<file path="src/verilog/lbc_pkg.sv">
package lbc_pkg;

  // ==========================================
  // bus states and phases
  typedef enum logic [1:0] {ST_IDLE, ST_STATUS, ST_CMD, ST_HOLD} lbc_state_e;
  localparam logic PH_ONE = 1'b0;
  localparam logic PH_TWO = 1'b1;

  // ==========================================
  // prefetch queue
  localparam int QUEUE_BYTES = 6;
  localparam int LVL_W = 3;
  localparam logic [LVL_W-1:0] FETCH_ROOM = 3'h2;
  localparam logic [LVL_W-1:0] WORD_BYTES = 3'h2;
  localparam logic [LVL_W-1:0] BYTE_BYTES = 3'h1;

  // ==========================================
  // pin synchroniser slots
  localparam int SY_HOLD = 0;
  localparam int SY_COMMAND_DELAY_IN = 1;
  localparam int SY_SYNC_READY_IN = 2;
  localparam int SY_ASYNC_READY_IN = 3;
  localparam int SY_SGATE = 4;
  localparam int SY_AGATE = 5;
  localparam int SY_N = 6;
  localparam logic [SY_N-1:0] SY_RST = 6'h3e;

  // ==========================================
  // register port
  localparam int AW = 8;
  localparam int DW = 32;
  localparam logic [AW-1:0] REG_CTRL = 8'h00;
  localparam logic [AW-1:0] REG_STAT = 8'h04;
  localparam logic [DW-1:0] CTRL_RST = 32'h0000_0001;
  localparam int CTRL_PF_EN = 0;
  localparam int STAT_HOLD = 0;
  localparam int STAT_LOCK = 1;
  localparam int STAT_STOP = 2;
  localparam int STAT_ST = 4;
  localparam int STAT_LVL = 8;

endpackage

</file>
<file path="src/verilog/lbc_top.sv">
// Operation
// - each bus state lasts one processor clock of two system clocks
// - address strobe gives one system clock of address hold
// - command delay sampled each clock after status; command active once low
// - command delay never moves strobe, enable or direction
// - status goes inactive after status state; command state repeats until ready
// - ready marks last command state; both sides end together
// - sync ready sampled at end of phase one of each command state
// - async ready sampled at start of each command state, resolved one clock, then forwarded
// - each ready has an active low gate; either gated ready ends cycle
// - direction low for reads, high around and between writes
// - write data driven from phase two of status state
// - write data held one system clock past last command state
// - data floats in phase two after write end; never between writes
// - hold during write: finish, one idle state, then hold
// - lock for interrupt acknowledge, exchange, descriptors and lock prefix
// - locked series: lock drops after first command of next-to-last cycle
// - acknowledge cycle lock drops after its first command state
// - prefetch only on idle bus with two free queue bytes
// - word prefetches, but byte fetch after transfer to odd address
// - prefetch stops when control transfer or halt enters queue
//
// Design decisions made here: the register addresses and strobed register access.
`timescale 1ns/1ps
module lbc_top
  import lbc_pkg::*;
(
  input wire logic clk,
  input wire logic rst_b,
  input wire logic [AW-1:0] reg_addr,
  input wire logic [DW-1:0] reg_wdata,
  input wire logic reg_wr,
  input wire logic reg_rd,
  output logic [DW-1:0] reg_rdata,
  input wire logic xfer_req,
  input wire logic xfer_write,
  input wire logic xfer_lock,
  input wire logic xfer_lock_more,
  input wire logic xfer_inta,
  input wire logic [1:0] code_take,
  input wire logic branch_go,
  input wire logic branch_odd,
  input wire logic fetch_stop,
  input wire logic hold_req,
  input wire logic command_delay_in,
  input wire logic sync_ready_in_b,
  input wire logic async_ready_in_b,
  input wire logic sync_ready_gate_b,
  input wire logic async_ready_gate_b,
  output logic status_b,
  output logic addr_strobe,
  output logic command_b,
  output logic transceiver_enable,
  output logic transceiver_direction,
  output logic data_oe_b,
  output logic lock_b,
  output logic hold_acknowledge,
  output logic code_fetch,
  output logic byte_fetch,
  output logic xfer_ack,
  output logic cycle_done,
  output logic proc_phase
);

  // ==========================================
  // pin synchronisers
  logic [SY_N-1:0] sy_raw;
  logic [SY_N-1:0] sy_m_q;
  logic [SY_N-1:0] sy_s_q;
  assign sy_raw = {async_ready_gate_b, sync_ready_gate_b, async_ready_in_b,
                   sync_ready_in_b, command_delay_in, hold_req};

  genvar g;
  generate
    for (g = 0; g < SY_N; g++)
    begin : g_sync
      always_ff @(posedge clk)
      begin
        if (!rst_b)
        begin
          sy_m_q[g] <= SY_RST[g];
          sy_s_q[g] <= SY_RST[g];
        end
        else
        begin
          sy_m_q[g] <= sy_raw[g];
          sy_s_q[g] <= sy_m_q[g];
        end
      end
    end
  endgenerate

  // ==========================================
  // state and cycle attributes
  lbc_state_e st_q, st_d;
  logic phase_q;
  logic rdy_q;
  logic async_ready_in_samp_q;
  logic cmd_on_q, cmd_on_d;
  logic first_tc_q;
  logic lock_q, lock_d;
  logic cyc_wr_q, cyc_code_q, cyc_byte_q, cyc_inta_q, cyc_more_q, cyc_drop_q;
  logic wr_tail_q;
  logic pf_en_q, pf_stop_q, pf_odd_q;
  logic [LVL_W-1:0] lvl_q, lvl_d;

  logic hold_s, command_delay_in_s, sync_ready_in_on, async_ready_in_on;
  logic ph_end, p1_end, hold_ok, cyc_end, pf_go, any_go, start;
  logic take_core, wr_d, drive_d, tail_d, pf_odd_w;
  logic [LVL_W-1:0] free_b, take_n, add_n;

  assign hold_s = sy_s_q[SY_HOLD];
  assign command_delay_in_s = sy_s_q[SY_COMMAND_DELAY_IN];
  assign sync_ready_in_on = !sy_s_q[SY_SYNC_READY_IN] && !sy_s_q[SY_SGATE];
  assign async_ready_in_on = !sy_s_q[SY_ASYNC_READY_IN] && !sy_s_q[SY_AGATE];
  assign ph_end = (phase_q == PH_TWO);
  assign p1_end = (phase_q == PH_ONE);
  assign hold_ok = hold_s && !lock_q;
  assign cyc_end = (st_q == ST_CMD) && ph_end && rdy_q;
  // bytes landing at this edge already count, or a chained fetch overruns the queue
  assign free_b = LVL_W'(QUEUE_BYTES) - lvl_q - add_n;
  // core transfers outrank code fetches
  assign pf_go = pf_en_q && !pf_stop_q && !xfer_req && (free_b >= FETCH_ROOM);
  assign any_go = xfer_req || pf_go;
  assign start = ph_end && (st_d == ST_STATUS);
  assign take_core = start && xfer_req;
  assign wr_d = start ? (xfer_req && xfer_write) : cyc_wr_q;
  assign tail_d = cyc_end && cyc_wr_q;
  // odd target lasts for one fetch only, also when the next fetch is chained
  assign pf_odd_w = pf_odd_q && !(cyc_end && cyc_code_q);

  always_comb
  begin
    st_d = st_q;
    if (ph_end)
    begin
      case (st_q)
        ST_IDLE:
        begin
          if (hold_ok)
            st_d = ST_HOLD;
          else if (any_go)
            st_d = ST_STATUS;
        end
        ST_STATUS: st_d = ST_CMD;
        ST_CMD:
        begin
          if (rdy_q)
          begin
            // a write lends one idle state for data hold
            if (hold_ok)
              st_d = cyc_wr_q ? ST_IDLE : ST_HOLD;
            else if (any_go)
              st_d = ST_STATUS;
            else
              st_d = ST_IDLE;
          end
        end
        ST_HOLD:
        begin
          if (!hold_s)
            st_d = ST_IDLE;
        end
        default: st_d = ST_IDLE;
      endcase
    end
  end

  // command once delay input low; no resampling after activation
  assign cmd_on_d = (st_d == ST_CMD) && (cmd_on_q || !command_delay_in_s);

  always_comb
  begin
    lock_d = lock_q;
    if (start)
      lock_d = take_core && (xfer_lock || xfer_inta);
    else if (ph_end && (st_q == ST_CMD) && first_tc_q && cyc_drop_q)
      lock_d = 1'b0;
    else if (cyc_end && !cyc_more_q)
      lock_d = 1'b0;
  end

  // data pins driven from status phase two through one clock past the end
  assign drive_d = wr_d && (((st_d == ST_STATUS) && !phase_q) || (st_d == ST_CMD));

  always_comb
  begin
    take_n = (LVL_W'(code_take) > lvl_q) ? lvl_q : LVL_W'(code_take);
    add_n = '0;
    if (cyc_end && cyc_code_q)
      add_n = cyc_byte_q ? BYTE_BYTES : WORD_BYTES;
    lvl_d = lvl_q - take_n + add_n;
    if (branch_go)
      lvl_d = '0;
  end

  // ==========================================
  // sequencing
  always_ff @(posedge clk)
  begin
    if (!rst_b)
    begin
      st_q <= ST_IDLE;
      phase_q <= PH_ONE;
      rdy_q <= 1'b0;
      async_ready_in_samp_q <= 1'b0;
      cmd_on_q <= 1'b0;
      first_tc_q <= 1'b0;
      lock_q <= 1'b0;
      wr_tail_q <= 1'b0;
    end
    else
    begin
      st_q <= st_d;
      phase_q <= !phase_q;
      cmd_on_q <= cmd_on_d;
      lock_q <= lock_d;
      wr_tail_q <= tail_d;
      if (ph_end)
      begin
        async_ready_in_samp_q <= (st_d == ST_CMD) && async_ready_in_on;
        first_tc_q <= (st_q == ST_STATUS);
      end
      if (ph_end)
        rdy_q <= 1'b0;
      else if (p1_end && (st_q == ST_CMD))
        rdy_q <= sync_ready_in_on || async_ready_in_samp_q;
    end
  end

  always_ff @(posedge clk)
  begin
    if (!rst_b)
    begin
      cyc_wr_q <= 1'b0;
      cyc_code_q <= 1'b0;
      cyc_byte_q <= 1'b0;
      cyc_inta_q <= 1'b0;
      cyc_more_q <= 1'b0;
      cyc_drop_q <= 1'b0;
    end
    else if (start)
    begin
      cyc_wr_q <= wr_d;
      cyc_code_q <= !xfer_req;
      cyc_byte_q <= !xfer_req && pf_odd_w;
      cyc_inta_q <= xfer_req && xfer_inta;
      cyc_more_q <= xfer_req && xfer_lock && xfer_lock_more && !xfer_inta;
      cyc_drop_q <= xfer_req && (xfer_inta || !xfer_lock_more);
    end
    else if (branch_go)
      cyc_code_q <= 1'b0;
  end

  // ==========================================
  // prefetch queue
  always_ff @(posedge clk)
  begin
    if (!rst_b)
    begin
      lvl_q <= '0;
      pf_stop_q <= 1'b0;
      pf_odd_q <= 1'b0;
    end
    else
    begin
      lvl_q <= lvl_d;
      if (branch_go)
      begin
        pf_stop_q <= 1'b0;
        pf_odd_q <= branch_odd;
      end
      else
      begin
        if (fetch_stop)
          pf_stop_q <= 1'b1;
        if (cyc_end && cyc_code_q)
          pf_odd_q <= 1'b0;
      end
    end
  end

  // ==========================================
  // registered pin outputs
  logic status_b_q, ale_q, command_b_q, ten_q, tdir_q, doe_b_q, lock_b_q, hold_acknowledge_q;
  logic code_q, byte_q, ack_q, done_q;

  always_ff @(posedge clk)
  begin
    if (!rst_b)
    begin
      status_b_q <= 1'b1;
      ale_q <= 1'b0;
      command_b_q <= 1'b1;
      ten_q <= 1'b0;
      tdir_q <= 1'b1;
      doe_b_q <= 1'b1;
      lock_b_q <= 1'b1;
      hold_acknowledge_q <= 1'b0;
      code_q <= 1'b0;
      byte_q <= 1'b0;
      ack_q <= 1'b0;
      done_q <= 1'b0;
    end
    else
    begin
      status_b_q <= (st_d != ST_STATUS);
      ale_q <= (st_d == ST_STATUS) && !phase_q;
      command_b_q <= !cmd_on_d;
      ten_q <= drive_d || tail_d || (!wr_d && (st_d == ST_CMD));
      tdir_q <= !(!wr_d && ((st_d == ST_STATUS) || (st_d == ST_CMD)));
      doe_b_q <= !(drive_d || tail_d);
      lock_b_q <= !lock_d;
      hold_acknowledge_q <= (st_d == ST_HOLD);
      if (start)
      begin
        code_q <= !xfer_req;
        byte_q <= !xfer_req && pf_odd_w;
      end
      ack_q <= take_core;
      done_q <= cyc_end;
    end
  end

  assign status_b = status_b_q;
  assign addr_strobe = ale_q;
  assign command_b = command_b_q;
  assign transceiver_enable = ten_q;
  assign transceiver_direction = tdir_q;
  assign data_oe_b = doe_b_q;
  assign lock_b = lock_b_q;
  assign hold_acknowledge = hold_acknowledge_q;
  assign code_fetch = code_q;
  assign byte_fetch = byte_q;
  assign xfer_ack = ack_q;
  assign cycle_done = done_q;
  assign proc_phase = phase_q;

  // ==========================================
  // register port; read data only in the cycle after the strobe
  logic [DW-1:0] rdata_q, stat_w, rd_mux;
  assign stat_w = (DW'(hold_acknowledge_q) << STAT_HOLD) | (DW'(lock_q) << STAT_LOCK)
                | (DW'(pf_stop_q) << STAT_STOP) | (DW'(st_q) << STAT_ST) | (DW'(lvl_q) << STAT_LVL);
  assign rd_mux = (reg_addr == REG_CTRL) ? (DW'(pf_en_q) << CTRL_PF_EN)
                : (reg_addr == REG_STAT) ? stat_w : '0;

  always_ff @(posedge clk)
  begin
    if (!rst_b)
    begin
      pf_en_q <= CTRL_RST[CTRL_PF_EN];
      rdata_q <= '0;
    end
    else
    begin
      if (reg_wr && (reg_addr == REG_CTRL))
        pf_en_q <= reg_wdata[CTRL_PF_EN];
      rdata_q <= reg_rd ? rd_mux : '0;
    end
  end
  assign reg_rdata = rdata_q;
endmodule // lbc_top

</file>
<file path="config.mk">
export PLATFORM = sky130hd
export DESIGN_NAME = lbc_top
export DESIGN_NICKNAME = d
export VERILOG_FILES = /design/src/verilog/lbc_pkg.sv /design/src/verilog/lbc_top.sv
export SDC_FILE = /design/constraint.sdc
export NUM_CORES = 1
export LEC_CHECK = 0
export ABC_AREA = 1
export BUFFER_PORTS_ARGS = -buffer_cell sky130_fd_sc_hd__buf_2
export CAP_MARGIN = 20
export CORE_MARGIN = 4
export CORE_UTILIZATION = 48
export CTS_BUF_LIST = sky130_fd_sc_hd__clkbuf_8
export CTS_CLUSTER_DIAMETER = 60
export DETAILED_ROUTE_END_ITERATION = 8
export PLACE_DENSITY = 0.8
export SYNTH_ARGS = -nofsm -noshare
export SYNTH_HDL_FRONTEND = slang
export SYNTH_SLANG_ARGS = --single-unit
</file>
<file path="constraint.sdc">
create_clock -name clk -period 2.9 [get_ports clk]
set_input_delay 0.435 -clock clk [delete_from_list [all_inputs] [get_ports clk]]
set_output_delay 0.435 -clock clk [all_outputs]
set_load 0.01 [all_outputs]
</file>
**Yosys cells after proc, flatten, opt, wreduce, memory -nomap -nowiden**

Cells that the tools add are included.

- Register bits after elaboration: 53
- Input port bits: 60
- Output and inout bits: 45

- Add/subtract/negate cells: 4
- $lt $le $gt $ge: 2
- Equality and inequality tests: 8
- Muxes and demuxes: 22
- Bitwise gates (word level): 8
- Reduce and logical (&&, ||, !) cells: 66

Operators with widths:

| kind | count |
|---|---|
| $logic_and 1x1->1 | 31 |
| $logic_not 1->1 | 18 |
| $mux 2 | 9 |
| $mux 1 | 11 |
| $or 6x11->11 | 1 |
| $logic_or 1x1->1 | 9 |
| $eq 2x2->1 const B | 4 |
| $eq 8x3->1 const B | 1 |
| $logic_not 8->1 | 1 |
| $pmux 2 s4 | 1 |
| $or 3x6->6 | 1 |
| $sub 3x3->3 | 2 |
| $eq 2x1->1 const B | 2 |
| $not 1->1 | 4 |
| $reduce_bool 2->1 | 2 |
| $reduce_or 2->1 | 2 |
| $reduce_or 4->1 | 1 |
| $add 3x3->3 | 1 |
| $ge 3x2->1 const B | 1 |
| $gt 2x3->1 | 1 |
| $mux 3 | 1 |
| $or 2x3->3 | 1 |
| $sub 3x3->3 const A | 1 |
| $logic_not 2->1 | 1 |
| other kinds (3) | 3 |

**Depth between registers and ports, before layout**

Gate-level depths: netlist of run 1.

- Depth after elaboration: 20
- Gate-level depth with buffers: 24

**Worst setup path after synthesis of run 1**

No wires, ideal clock.

- Path type: reg2reg
- Start point: register st_q[1]
- End point: register lock_b_q (netlist: lock_b)
- Arrival: 2.453 ns
- Required time: 2.792 ns
- Path slack: 0.339 ns
- Cell stages (with the launch flop): 23
- Buffers on the path: 0
- Cell sequence: dfxtp_1 inv_2 nor2_4 nand3_2 inv_2 nand2_1 nor2_1 fa_1 nand3_1 nand2_1 nand2_1 nand2_1 nand2_1 nand2_1 inv_1 ha_1 nand2_4 nor2_8 inv_2 nor2_4 o21ai_2 nand2_2 inv_2

- Word-level cells in the longest chain between the ends: 20
- Elaborated cells on any way between the ends: 31
- Those cells by class: add/sub (1); order compare (1); eq/ne (4); mux (12); reduce/logical (13)

Ends and longest elaborated chain:

| element | RTL line | text |
|---|---|---|
| from (decl) | lbc_top.sv:95 | `lbc_state_e st_q, st_d;` |
| from (signal assigned) | lbc_top.sv:214 | `st_q <= st_d;` |
| $eq 2x2->1 | lbc_top.sv:119, lbc_top.sv:137 |  |
| $logic_and 1x1->1 (2 in series) | lbc_top.sv:119 | `assign cyc_end = (st_q == ST_CMD) && ph_end && rdy_q;` |
| $logic_and 1x1->1 | lbc_top.sv:190 | `if (cyc_end && cyc_code_q)` |
| $mux 2 | lbc_top.sv:190 |  |
| $sub 3x3->3 | lbc_top.sv:121 | `assign free_b = LVL_W'(QUEUE_BYTES) - lvl_q - add_n;` |
| $ge 3x2->1 | lbc_top.sv:123 | `assign pf_go = pf_en_q && !pf_stop_q && !xfer_req && (free_b >= FETCH_ROOM);` |
| $logic_and 1x1->1 | lbc_top.sv:123 |  |
| $logic_or 1x1->1 | lbc_top.sv:124 | `assign any_go = xfer_req \|\| pf_go;` |
| [4 not listed] | n/a |  |
| $mux 2 (*) | lbc_top.sv:135 | `if (ph_end)` |
| net st_d[0] | lbc_top.sv:95 |  |
| $eq 2x1->1 (*) | lbc_top.sv:125 | `assign start = ph_end && (st_d == ST_STATUS);` |
| $logic_and 1x1->1 (*) | lbc_top.sv:125 |  |
| $logic_and 1x1->1 | lbc_top.sv:126 | `assign take_core = start && xfer_req;` |
| $logic_and 1x1->1 | lbc_top.sv:176 | `lock_d = take_core && (xfer_lock \|\| xfer_inta);` |
| $mux 1 (*) | lbc_top.sv:175 | `if (start)` |
| $logic_not 1->1 (*) | lbc_top.sv:313 | `lock_b_q <= !lock_d;` |
| to (signal assigned) | lbc_top.sv:313 |  |
| to (decl) | lbc_top.sv:285 | `logic status_b_q, ale_q, command_b_q, ten_q, tdir_q, doe_b_q, lock_b_q, hold_acknowledge_q;` |

Mark *: on every way through the listed nets, which the timed path passes. The rest lies on a longest branch.
A chain may end at the register's enable or synchronous reset.

**Worst setup path after layout of run 1**

Ends and elaborated chain as after synthesis.

==> impl_metrics.env, run 1 <==
export IMPL_status="finished clean"
export IMPL_nets=394
export IMPL_io_buffers=49
export IMPL_r2r_start="st_q[1]"
export IMPL_first_global_vias=1569
export IMPL_initial_core_util_pct=50.4
export IMPL_switching_share_pct=27.6
export IMPL_path_clk_slew_ps=90
export IMPL_coreArea_sq_mm=0.00441
export IMPL_crit_chain="inv_2 -> nor2_4 -> nand3_2 -> inv_2 -> nand2_1 -> nor2_4 -> fa_1 -> nand3_1 -> nand2_1 -> nand2_1 -> nand2_1 -> nand2_1 -> nand2_1 -> inv_1 -> ha_2 -> nand2_4 -> nor2_8 -> inv_2 -> nor2_4 -> o21ai_2 -> nand2_2 -> inv_2"
export IMPL_drt_iter0_markers=62
export IMPL_p_seq_share_pct=53.3
export IMPL_cts_root_buf="clkbuf_8"
export IMPL_cts_buffers=5
export IMPL_fin_crit_sh_pct=92.2
export IMPL_crit_top_cell="nand2_1"
export IMPL_p_total_mw=1.38
export IMPL_design_die_area_sq_mm=0.00579
export IMPL_cp_max_fo=4
export IMPL_end_kind="flip-flop"
export IMPL_htree_num_levels=2
export IMPL_p_int_uw=999
export IMPL_tns_ps=0
export IMPL_cts_sinks=50
export IMPL_grt_pass1_wl_microns=6840
export IMPL_boundaryPins=105
export IMPL_grtUsageTotal_pct=14.2
export IMPL_netlist_area_leader_share_pct=45.0
export IMPL_reg2reg_depth=22
export IMPL_wire_per_inst_microns=10.7
export IMPL_post_route_drc_count=0
export IMPL_cp_arrival_ps=2890
export IMPL_drive_above_1_share_pct=29.3
export IMPL_ys_async_sr_fraction_pct=0
export IMPL_required_ps=3120
export IMPL_p_clk_share_pct=31.0
export IMPL_combinationalPowerShare_pct=15.8
export IMPL_max_stage_delay_ps=420
export IMPL_grt_max_degree=21
export IMPL_dp_hpwl_microns=3070
export IMPL_crit_family="simple AND/OR/NAND/NOR gates"
export IMPL_final_antenna_net_count=0
export IMPL_layout_cells_non_filler=376
export IMPL_yosys_register_bits=50
export IMPL_r2r_end="lock_b"
export IMPL_synth_area_leaders="dfxtp_1, buf_4, nand2_1"
export IMPL_post_cts_buffers=0
export IMPL_n_antenna_cell=0
export IMPL_synth_flop_cell="dfxtp_1"
export IMPL_synth_largest_area_cell="dfxtp_1"
export IMPL_fmax_mhz=374
export IMPL_syn_area_sq_mm=0.00222
export IMPL_synthCells=267
export IMPL_hold_buffers=0
export IMPL_hold_start="sync_ready_gate_b"
export IMPL_irDropWorstVdd_v=0.000284
export IMPL_dpl_cell_count=368
export IMPL_rows=24
export IMPL_finClkSkew_ps=7.57
export IMPL_antenna_found_initial=0
export IMPL_synth_area_per_cell_sq_um=8.33
export IMPL_clk_latency_ps=310
export IMPL_whs_endpoint="sy_m_q[4]"
export IMPL_cp_buffers_inverters=5
export IMPL_fp_dieH_microns=76.1
export IMPL_finalSetupViolations=0
export IMPL_min_period_ps=2670
export IMPL_synth_edf_count=0
export IMPL_syn_to_final_growth_pct=15.5
export IMPL_crit_slowest_cell="fa_1"
export IMPL_cts_buffer_depth=2
export IMPL_hold_class="input port to flip-flop"
export IMPL_start_kind="flip-flop"
export IMPL_leakagePower_nw=1.34
export IMPL_vias=1713
export IMPL_report_final_hold_viol_count=0
export IMPL_path_class="flip-flop to flip-flop"
export IMPL_hold_depth=2
export IMPL_cts_tree="done"
export IMPL_rsz0062_at_grt="false"
export IMPL_ff2ff_setup_slack_ps=230
export IMPL_yosysWarnings=0
export IMPL_p_switching_uw=381
export IMPL_totalWireLength_microns=4020
export IMPL_seq_area_frac_synth_pct=45.0
export IMPL_p_per_area_mw_per_mm2=537
export IMPL_drv_slew=0
export IMPL_first_pass_iters=4
export IMPL_die_x_microns=76.1
export IMPL_overflow=0
export IMPL_gp_congestion=0.836
export IMPL_synth_cell_types=34
export IMPL_drv_cap=0
export IMPL_viasPerCell=4.56
## through the flow
| stage | hold WS (ps) | setup slack [ps] | area, sq um | utilization, % |
|---|---|---|---|---|
| 2_1_floorplan | 390 | 339 | 2310 | - |
| 5_1_grt | 290 | 9.38 | 2570 | 58.2 |
| 3_5_place_dp | 401 | 82.4 | 2450 | 55.5 |
| 4_1_cts | 297 | 26.8 | 2550 | 57.8 |
| 6_report | 303 | 227 | 2570 | 58.2 |
| 3_3_place_gp | 394 | 126 | 2450 | 55.5 |
## cells by family (layout without fill, tap and decap cells)
group                    Yosys count  after routing  share of synthesized area, %
AO/OA/AOI/OAI                     23             23                          6.75
XOR/XNOR                           1              1                         0.394
adder cells (fa/ha/maj)           11             11                          6.87
buffers and inverters             69            103                          16.3
flip-flops                        50             50                          45.0
other                              1             24                         0.169
AND/OR/NAND/NOR                  112            112                          24.5
## cell usage in the layout, fill, tap and decap left out, drive strengths merged
master / Yosys / final
o21a: 1 / 1
conb: 1 / 24
o21ai: 13 / 13
nor3: 5 / 5
ha: 9 / 9
clkbuf: 1 / 6
a21oi: 5 / 5
o41ai: 1 / 1
fa: 2 / 2
o31ai: 1 / 1
a22oi: 1 / 1
nand3b: 1 / 1
and2: 1 / 1
xor2: 1 / 1
or2: 10 / 10
a21boi: 1 / 1
nand2: 41 / 41
nand3: 15 / 15
clkinv: 0 / 2
nand4: 3 / 3
dfxtp: 50 / 50
buf: 27 / 54
nor2: 36 / 36
inv: 41 / 41
## timing repair
item / CTS / global route
endpoints found under the setup margin: 0 / 10
gates resized for setup: 0 / 7
endpoints found under the hold margin: 0 / 0
## how the worst max path moves through the flow
stage | from | endpoint | slack [ps] | cells past startpoint
final | st_q[1] | lock_b | 230 | 22
after global routing | st_q[1] | lock_b | 9 | 22
after CTS | st_q[1] | lock_b | 30 | 22
after detailed placement | st_q[1] | transceiver_enable | 80 | 20
after global placement | st_q[1] | transceiver_enable | 130 | 20
after floorplan | st_q[1] | lock_b | 340 | 22
## sequential cells by signal, summed over array words and instances, names as in the netlist, 2 cells and up
name,count
sy_s_q,4
reg_rdata,8
sy_m_q,6
st_q,2
lvl_q,3
## final cells by class
cell class              instances  area, sq um
fillers                       402         1850
flip-flops and latches         50         1010
multi-input cells             171          961
repair buffers                 54          283
inverters                      41          154
clock buffers                   6         82.6
well taps                      52         65.1
clock inverters                 2         17.5
## power groups by stage
stage	clock [mW]	sequential (mW)	combinational [mW]
6_report	0.428	0.735	0.217
5_1_grt	0.464	0.740	0.250
4_1_cts	0.434	0.735	0.217
3_5_place_dp	0	0.751	0.215
3_3_place_gp	0	0.750	0.207
2_1_floorplan	0	0.752	0.169
## synth_stat cells, types with 3 or more instances
cell,instances
dfxtp_1,50
nand2_1,39
inv_1,36
nor2_1,29
buf_4,25
nand3_1,14
or2_2,10
ha_1,9
o21ai_0,9
a21oi_1,5
inv_2,5
nor3_1,5
nand4_1,3
nor2_2,3
nor2_4,3
## routing by layer
layer	wire [microns]	GRT usage (%)
met1	1730	17.1
met2	1850	22.7
met3	395	5.56
met4	43	5.42
met5	0	0
Power figures use the tool's default switching activity.
==> inputs of run 2 (changes only) <==
Settings changed: ABC_AREA 1 to unset, CORE_UTILIZATION 48 to 47, PLACE_DENSITY 0.8 to 0.79.
==> run 2 against run 1 <==
Effect of this change:
- non-clock buffer count up 5
- hold slack gained 16 ps
- area after synthesis down 3.3%
- sequential share of layout area down 0.12 points
- flip-flop and latch count unchanged
- clock skew fell by 1.4 ps
- highest routed layer unchanged
==> impl_metrics.env, run 2 <==
export IMPL_status="finished clean"
export IMPL_path_clk_slew_ps=80
export IMPL_seq_area_frac_synth_pct=46.5
export IMPL_synth_largest_area_cell="dfxtp_1"
export IMPL_start_kind="flip-flop"
export IMPL_p_per_area_mw_per_mm2=566
export IMPL_leakagePower_nw=1.21
export IMPL_combinationalPowerShare_pct=16.2
export IMPL_yosys_area_share_adder_pct=7.10
export IMPL_irDropWorstVdd_v=0.000285
export IMPL_syn_area_sq_mm=0.00215
export IMPL_gp_congestion=0.808
export IMPL_tns_ps=0
export IMPL_path_class="flip-flop to flip-flop"
export IMPL_finClkSkew_ps=6.17
export IMPL_htree_num_levels=2
export IMPL_antenna_found_initial=0
export IMPL_ys_async_sr_fraction_pct=0
export IMPL_syn_to_final_growth_pct=19.2
export IMPL_final_common_cell="dfxtp_1"
export IMPL_grt_max_degree=29
export IMPL_synth_area_leaders="dfxtp_1, buf_4, ha_1"
export IMPL_viasPerCell=4.74
export IMPL_synth_edf_count=0
export IMPL_synth_common_cells="dfxtp_1, buf_4, nor2_1"
export IMPL_first_global_vias=1425
export IMPL_fp_dieH_microns=75.6
export IMPL_p_clk_share_pct=33.2
export IMPL_clk_latency_ps=290
export IMPL_n_antenna_cell=0
export IMPL_largest_reg_flops=8
export IMPL_p_total_mw=1.45
export IMPL_grt_pass1_wl_microns=6100
export IMPL_coreArea_sq_mm=0.00438
export IMPL_fmax_mhz=359
export IMPL_min_period_ps=2790
export IMPL_cts_tree="done"
export IMPL_synth_top_family_by_area="simple AND/OR/NAND/NOR gates"
export IMPL_cts_buffers=5
export IMPL_synth_compound_area_share_pct=8.38
export IMPL_synth_most_common_cell="dfxtp_1"
export IMPL_cts_sinks=50
export IMPL_cp_max_fo=3
export IMPL_post_route_drc_count=0
export IMPL_wire_per_inst_microns=11.5
export IMPL_finalSetupViolations=0
export IMPL_design_die_area_sq_mm=0.00572
export IMPL_synthCells=232
export IMPL_p_switching_uw=352
export IMPL_layout_common_cells="dfxtp_1, buf_2, conb_1"
export IMPL_dp_hpwl_microns=3050
export IMPL_boundaryPins=105
export IMPL_yosys_register_bits=50
export IMPL_synth_simple_gate_area_share_pct=22.5
export IMPL_p_seq_share_pct=50.6
export IMPL_drt_iter0_markers=54
export IMPL_io_buffers=49
export IMPL_final_antenna_net_count=0
export IMPL_p_int_mw=1.10
export IMPL_synth_cell_types=38
export IMPL_rsz0062_at_grt="true"
export IMPL_switching_share_pct=24.2
export IMPL_reg2reg_depth=12
export IMPL_rows=24
export IMPL_fin_crit_sh_pct=96.1
export IMPL_drv_cap=0
export IMPL_overflow=0
export IMPL_cts_buffer_depth=2
export IMPL_initial_core_util_pct=49.1
export IMPL_netlist_area_leader_share_pct=46.5
export IMPL_synth_flop_cell="dfxtp_1"
export IMPL_cts_root_buf="clkbuf_8"
export IMPL_nets=362
export IMPL_drv_slew=0
export IMPL_fillers=389
export IMPL_cp_arrival_ps=2970
export IMPL_synth_area_per_cell_sq_um=9.27
export IMPL_muxShareOfSynthArea_pct=1.45
export IMPL_hold_depth=2
export IMPL_yosysWarnings=0
export IMPL_end_kind="flip-flop"
export IMPL_die_x_microns=75.6
export IMPL_report_final_hold_viol_count=0
export IMPL_hold_class="input port to flip-flop"
export IMPL_totalWireLength_microns=3960
export IMPL_drive_above_1_share_pct=27.1
export IMPL_vias=1626
export IMPL_first_pass_iters=4
export IMPL_grtUsageTotal_pct=13.8
export IMPL_required_ps=3080
export IMPL_hold_ws_ps=320
export IMPL_synth_xor_xnor_area_share_pct=1.63
-- run 2: power groups by stage --
stage | Clock, mW | Sequential [mW] | Combinational (mW)
after CTS | 0.490 | 0.735 | 0.226
after global routing | 0.514 | 0.739 | 0.265
after detailed placement | 0 | 0.752 | 0.224
final | 0.481 | 0.735 | 0.235
after floorplan | 0 | 0.754 | 0.172
after global placement | 0 | 0.751 | 0.217
-- run 2: metrics by stage --
stage	cells	cell area (sq um)	setup WS [ps]	util [%]
3_3_place_gp	335	2410	-17.0	55.0
2_1_floorplan	255	2240	142	-
6_report	343	2560	112	58.5
4_1_cts	342	2530	32.9	57.7
3_5_place_dp	335	2410	-65.1	55.0
5_1_grt	343	2560	-40.2	58.5
-- run 2: path summary, 6_finish.rpt --
kind / start / to / slack (ps)
worst max-delay path: st_q[0] / data_oe_b / 110
worst min-delay path: sync_ready_gate_b / sy_m_q[4] / 320
worst max register to register: st_q[0] / data_oe_b / 110
worst min register to register: sy_m_q[4] / sy_s_q[4] / 410
-- run 2: timing repair --
item                       in CTS  in global routing
buffers inserted                0                  1
hold buffers                    0                  0
gates cloned                    0                  0
pin swaps                       0                  3
setup endpoints to repair       3                  9
gates resized for setup         2                  9
-- run 2: logic make-up after synthesis --
group | Yosys count
flops | 50
mux | 3
compound gates | 28
other cells | 1
xor+xnor | 4
buf+inv | 46
fa+ha+maj | 11
simple gates | 89
-- run 2: worst max-delay path, cell delays in order (launching register included) --
cell and delay [ps]:
dfxtp_1 320, and3b_1 250, nand3_1 120, nor2_2 200, fa_2 470, a21oi_2 200, nor3_4 80, o21ai_2 160
ha_2 230, and2_1 150, and3_1 180, a21oi_2 50, o31a_1 280
-- run 2: area by class of cell --
type | count | area [sq um] | share of cell area [%]
multi-input combinational | 159 | 1000 | 39.2
tap | 52 | 65.1 | 2.54
timing repair buffer | 59 | 320 | 12.5
inverter | 16 | 60.1 | 2.34
sequential | 50 | 1000 | 39.0
clock buffer | 6 | 82.6 | 3.22
clock inverter | 1 | 30.0 | 1.17
-- run 2: routing by layer --
layer / vias to the layer above / track usage, % / part of all wire, %
li1: 828 / - / -
met1: 725 / 17.7 / 43
met2: 70 / 22.1 / 45
met3: 3 / 5.54 / 11
met4: 0 / 2.52 / 0.43
met5: - / 0 / 0
==> inputs of run 3 (changes only) <==
--- a/config.mk
+++ b/config.mk
@@ -8,5 +8,5 @@
 export BUFFER_PORTS_ARGS = -buffer_cell sky130_fd_sc_hd__buf_2
 export CAP_MARGIN = 20
-export CORE_MARGIN = 4
+export CORE_MARGIN = 2
 export CORE_UTILIZATION = 47
 export CTS_BUF_LIST = sky130_fd_sc_hd__clkbuf_8
==> constraint.sdc (replaced) <==
create_clock -name clk -period 2.9 [get_ports clk]
set_input_delay 0.58 -clock clk [delete_from_list [all_inputs] [get_ports clk]]
set_output_delay 0.58 -clock clk [all_outputs]
set_load 0.01 [all_outputs]
==> run 3 against run 2 <==
Effect of this change:
- routed wire length is 2.9% lower
- via count is 1.6% higher
- flip-flop and latch count stayed put
- final area is 0.24% lower
- clock power is 4.6% lower
- clock skew is 2.2 ps lower
- power is 1.4% lower
- sequential power hardly changed
- global-route usage is 1.9 points higher
- sequential share of layout area is 0.096 points higher
- critical path depth stayed put
- setup slack better by 46 ps
- highest routed layer unchanged
==> impl_metrics.env, run 3 (synthesis gave the netlist of run 2 again) <==
export IMPL_cp_max_fo=3
export IMPL_irDropWorstVdd_v=0.000224
export IMPL_totalWireLength_microns=3840
export IMPL_vias=1652
export IMPL_reg2reg_depth=12
export IMPL_syn_to_final_growth_pct=18.9
export IMPL_switching_share_pct=24.8
export IMPL_first_pass_iters=4
export IMPL_drv_cap=0
export IMPL_post_route_drc_count=0
export IMPL_grt_max_degree=29
export IMPL_path_class="flip-flop to flip-flop"
export IMPL_cp_arrival_ps=2930
export IMPL_status="finished clean"
export IMPL_fillers=398
export IMPL_drive_above_1_share_pct=26.7
export IMPL_path_clk_slew_ps=80
export IMPL_viasPerCell=4.80
export IMPL_post_cts_buffers=0
export IMPL_report_final_hold_viol_count=0
export IMPL_nets=362
export IMPL_ff2ff_setup_slack_ps=160
export IMPL_crit_top_cell="a21oi_2"
export IMPL_coreArea_sq_mm=0.00438
export IMPL_tns_ps=0
export IMPL_fin_crit_sh_pct=94.5
export IMPL_grt_pass1_wl_microns=6320
export IMPL_cts_buffers=5
export IMPL_hold_class="flip-flop to flip-flop"
export IMPL_drt_iter0_markers=78
export IMPL_rows=24
export IMPL_cts_root_buf="clkbuf_8"
export IMPL_largest_reg_flops=8
export IMPL_grtUsageTotal_pct=15.7
export IMPL_final_common_cell="dfxtp_1"
export IMPL_worstSetupStartpoint="st_q[0]"
export IMPL_design_die_area_sq_mm=0.00513
export IMPL_stdcell_area_sq_mm=0.00256
export IMPL_p_seq_share_pct=51.3
export IMPL_final_antenna_net_count=0
export IMPL_dpl_cell_count=336
export IMPL_overflow=0
export IMPL_finalSetupViolations=0
export IMPL_die_x_microns=71.6
export IMPL_gp_congestion=0.797
export IMPL_max_stage_delay_ps=450
export IMPL_p_switching_uw=356
export IMPL_combinationalPowerShare_pct=16.7
export IMPL_required_ps=3090
export IMPL_rsz0062_at_grt="false"
export IMPL_fp_dieH_microns=71.6
export IMPL_clk_latency_ps=300
export IMPL_p_clk_share_pct=32.1
export IMPL_boundaryPins=105
export IMPL_cts_buffer_depth=2
export IMPL_n_antenna_cell=0
export IMPL_wire_per_inst_microns=11.2
export IMPL_layout_common_cells="dfxtp_1, buf_2, conb_1"
export IMPL_antenna_found_initial=0
export IMPL_crit_slowest_cell="fa_1"
export IMPL_cts_sinks=50
export IMPL_dp_hpwl_microns=2910
export IMPL_cts_tree="done"
export IMPL_p_int_mw=1.08
export IMPL_r2r_end="data_oe_b"
export IMPL_layout_cells_non_filler=344
export IMPL_finClkSkew_ps=4.01
export IMPL_min_period_ps=2740
export IMPL_io_buffers=49
export IMPL_start_kind="flip-flop"
export IMPL_p_per_area_mw_per_mm2=560
export IMPL_htree_num_levels=2
export IMPL_initial_core_util_pct=49.1
export IMPL_crit_path_end="data_oe_b"
export IMPL_postPlaceCellArea_sq_mm=0.00242
export IMPL_fmax_mhz=365
export IMPL_r2r_start="st_q[0]"
export IMPL_leakagePower_nw=1.22
export IMPL_crit_chain="and3b_1 -> nand3_1 -> nor2_2 -> fa_1 -> a21oi_2 -> nor3_4 -> o21ai_2 -> ha_2 -> and2_1 -> and3_1 -> a21oi_2 -> o31a_1"
export IMPL_first_global_vias=1492
export IMPL_drv_slew=0
export IMPL_end_kind="flip-flop"
run 3: worst min-delay path by stage:
| stage | startpoint | endpoint | depth (start not counted) |
|---|---|---|---|
| after floorplan | sy_m_q[1] | command_delay_in_s | 1 |
| after global placement | sy_m_q[1] | command_delay_in_s | 1 |
| after detailed placement | sy_m_q[2] | sy_s_q[2] | 1 |
| after CTS | sy_m_q[2] | sy_s_q[2] | 1 |
| after global routing | sy_m_q[2] | sy_s_q[2] | 1 |
| final | sy_m_q[4] | sy_s_q[4] | 1 |
run 3: final cells by class:
class	instances	area [sq um]	area share, %
repair buffers	59	320	12.5
clock inverters	3	37.5	1.47
well taps	52	65.1	2.54
multi-input cells	159	1000	39.3
flip-flops and latches	50	1000	39.1
inverters	16	60.1	2.35
clock buffers	5	68.8	2.69
run 3: timing repair:
action                                  in CTS  in global routing
resized for setup                            2                  9
pin swaps                                    0                  2
endpoints found under the setup margin       3                  9
hold buffers                                 0                  0
run 3: power by group through the flow:
stage	clock, mW	sequential [mW]	combinational, mW
2_1_floorplan	0	0.754	0.172
3_3_place_gp	0	0.750	0.218
3_5_place_dp	0	0.750	0.230
4_1_cts	0.468	0.734	0.232
5_1_grt	0.503	0.738	0.271
6_report	0.459	0.734	0.239
run 3: routing by layer:
metal	wire length [microns]	part of all wire (%)	track usage [%]	vias to the layer above
li1	-	-	-	830
met1	1680	44	18.8	743
met2	1790	47	26.4	72
met3	331	8.6	6.19	7
met4	45	1.2	3.56	0
met5	0	0	0	-
run 3: metrics by stage:
step / setup slack [ps] / power [mW] / hold WS, ps / utilization, %
after detailed placement: -209 / 0.980 / 391 / 55.2
after global placement: -172 / 0.968 / 389 / 55.2
after CTS: 64.4 / 1.43 / 411 / 57.7
after floorplan: 28.1 / 0.926 / 386 / -
final: 158 / 1.43 / 410 / 58.3
after global routing: 1.14 / 1.51 / 424 / 58.3
run 3: worst max-delay path: cells and delay by family (launching register included):
| family | cells | cell delay, ps |
|---|---|---|
| flip-flops | 1 | 320 |
| AND/OR/NAND/NOR | 6 | 920 |
| adder cells (fa/ha/maj) | 2 | 680 |
| AO/OA/AOI/OAI | 4 | 710 |
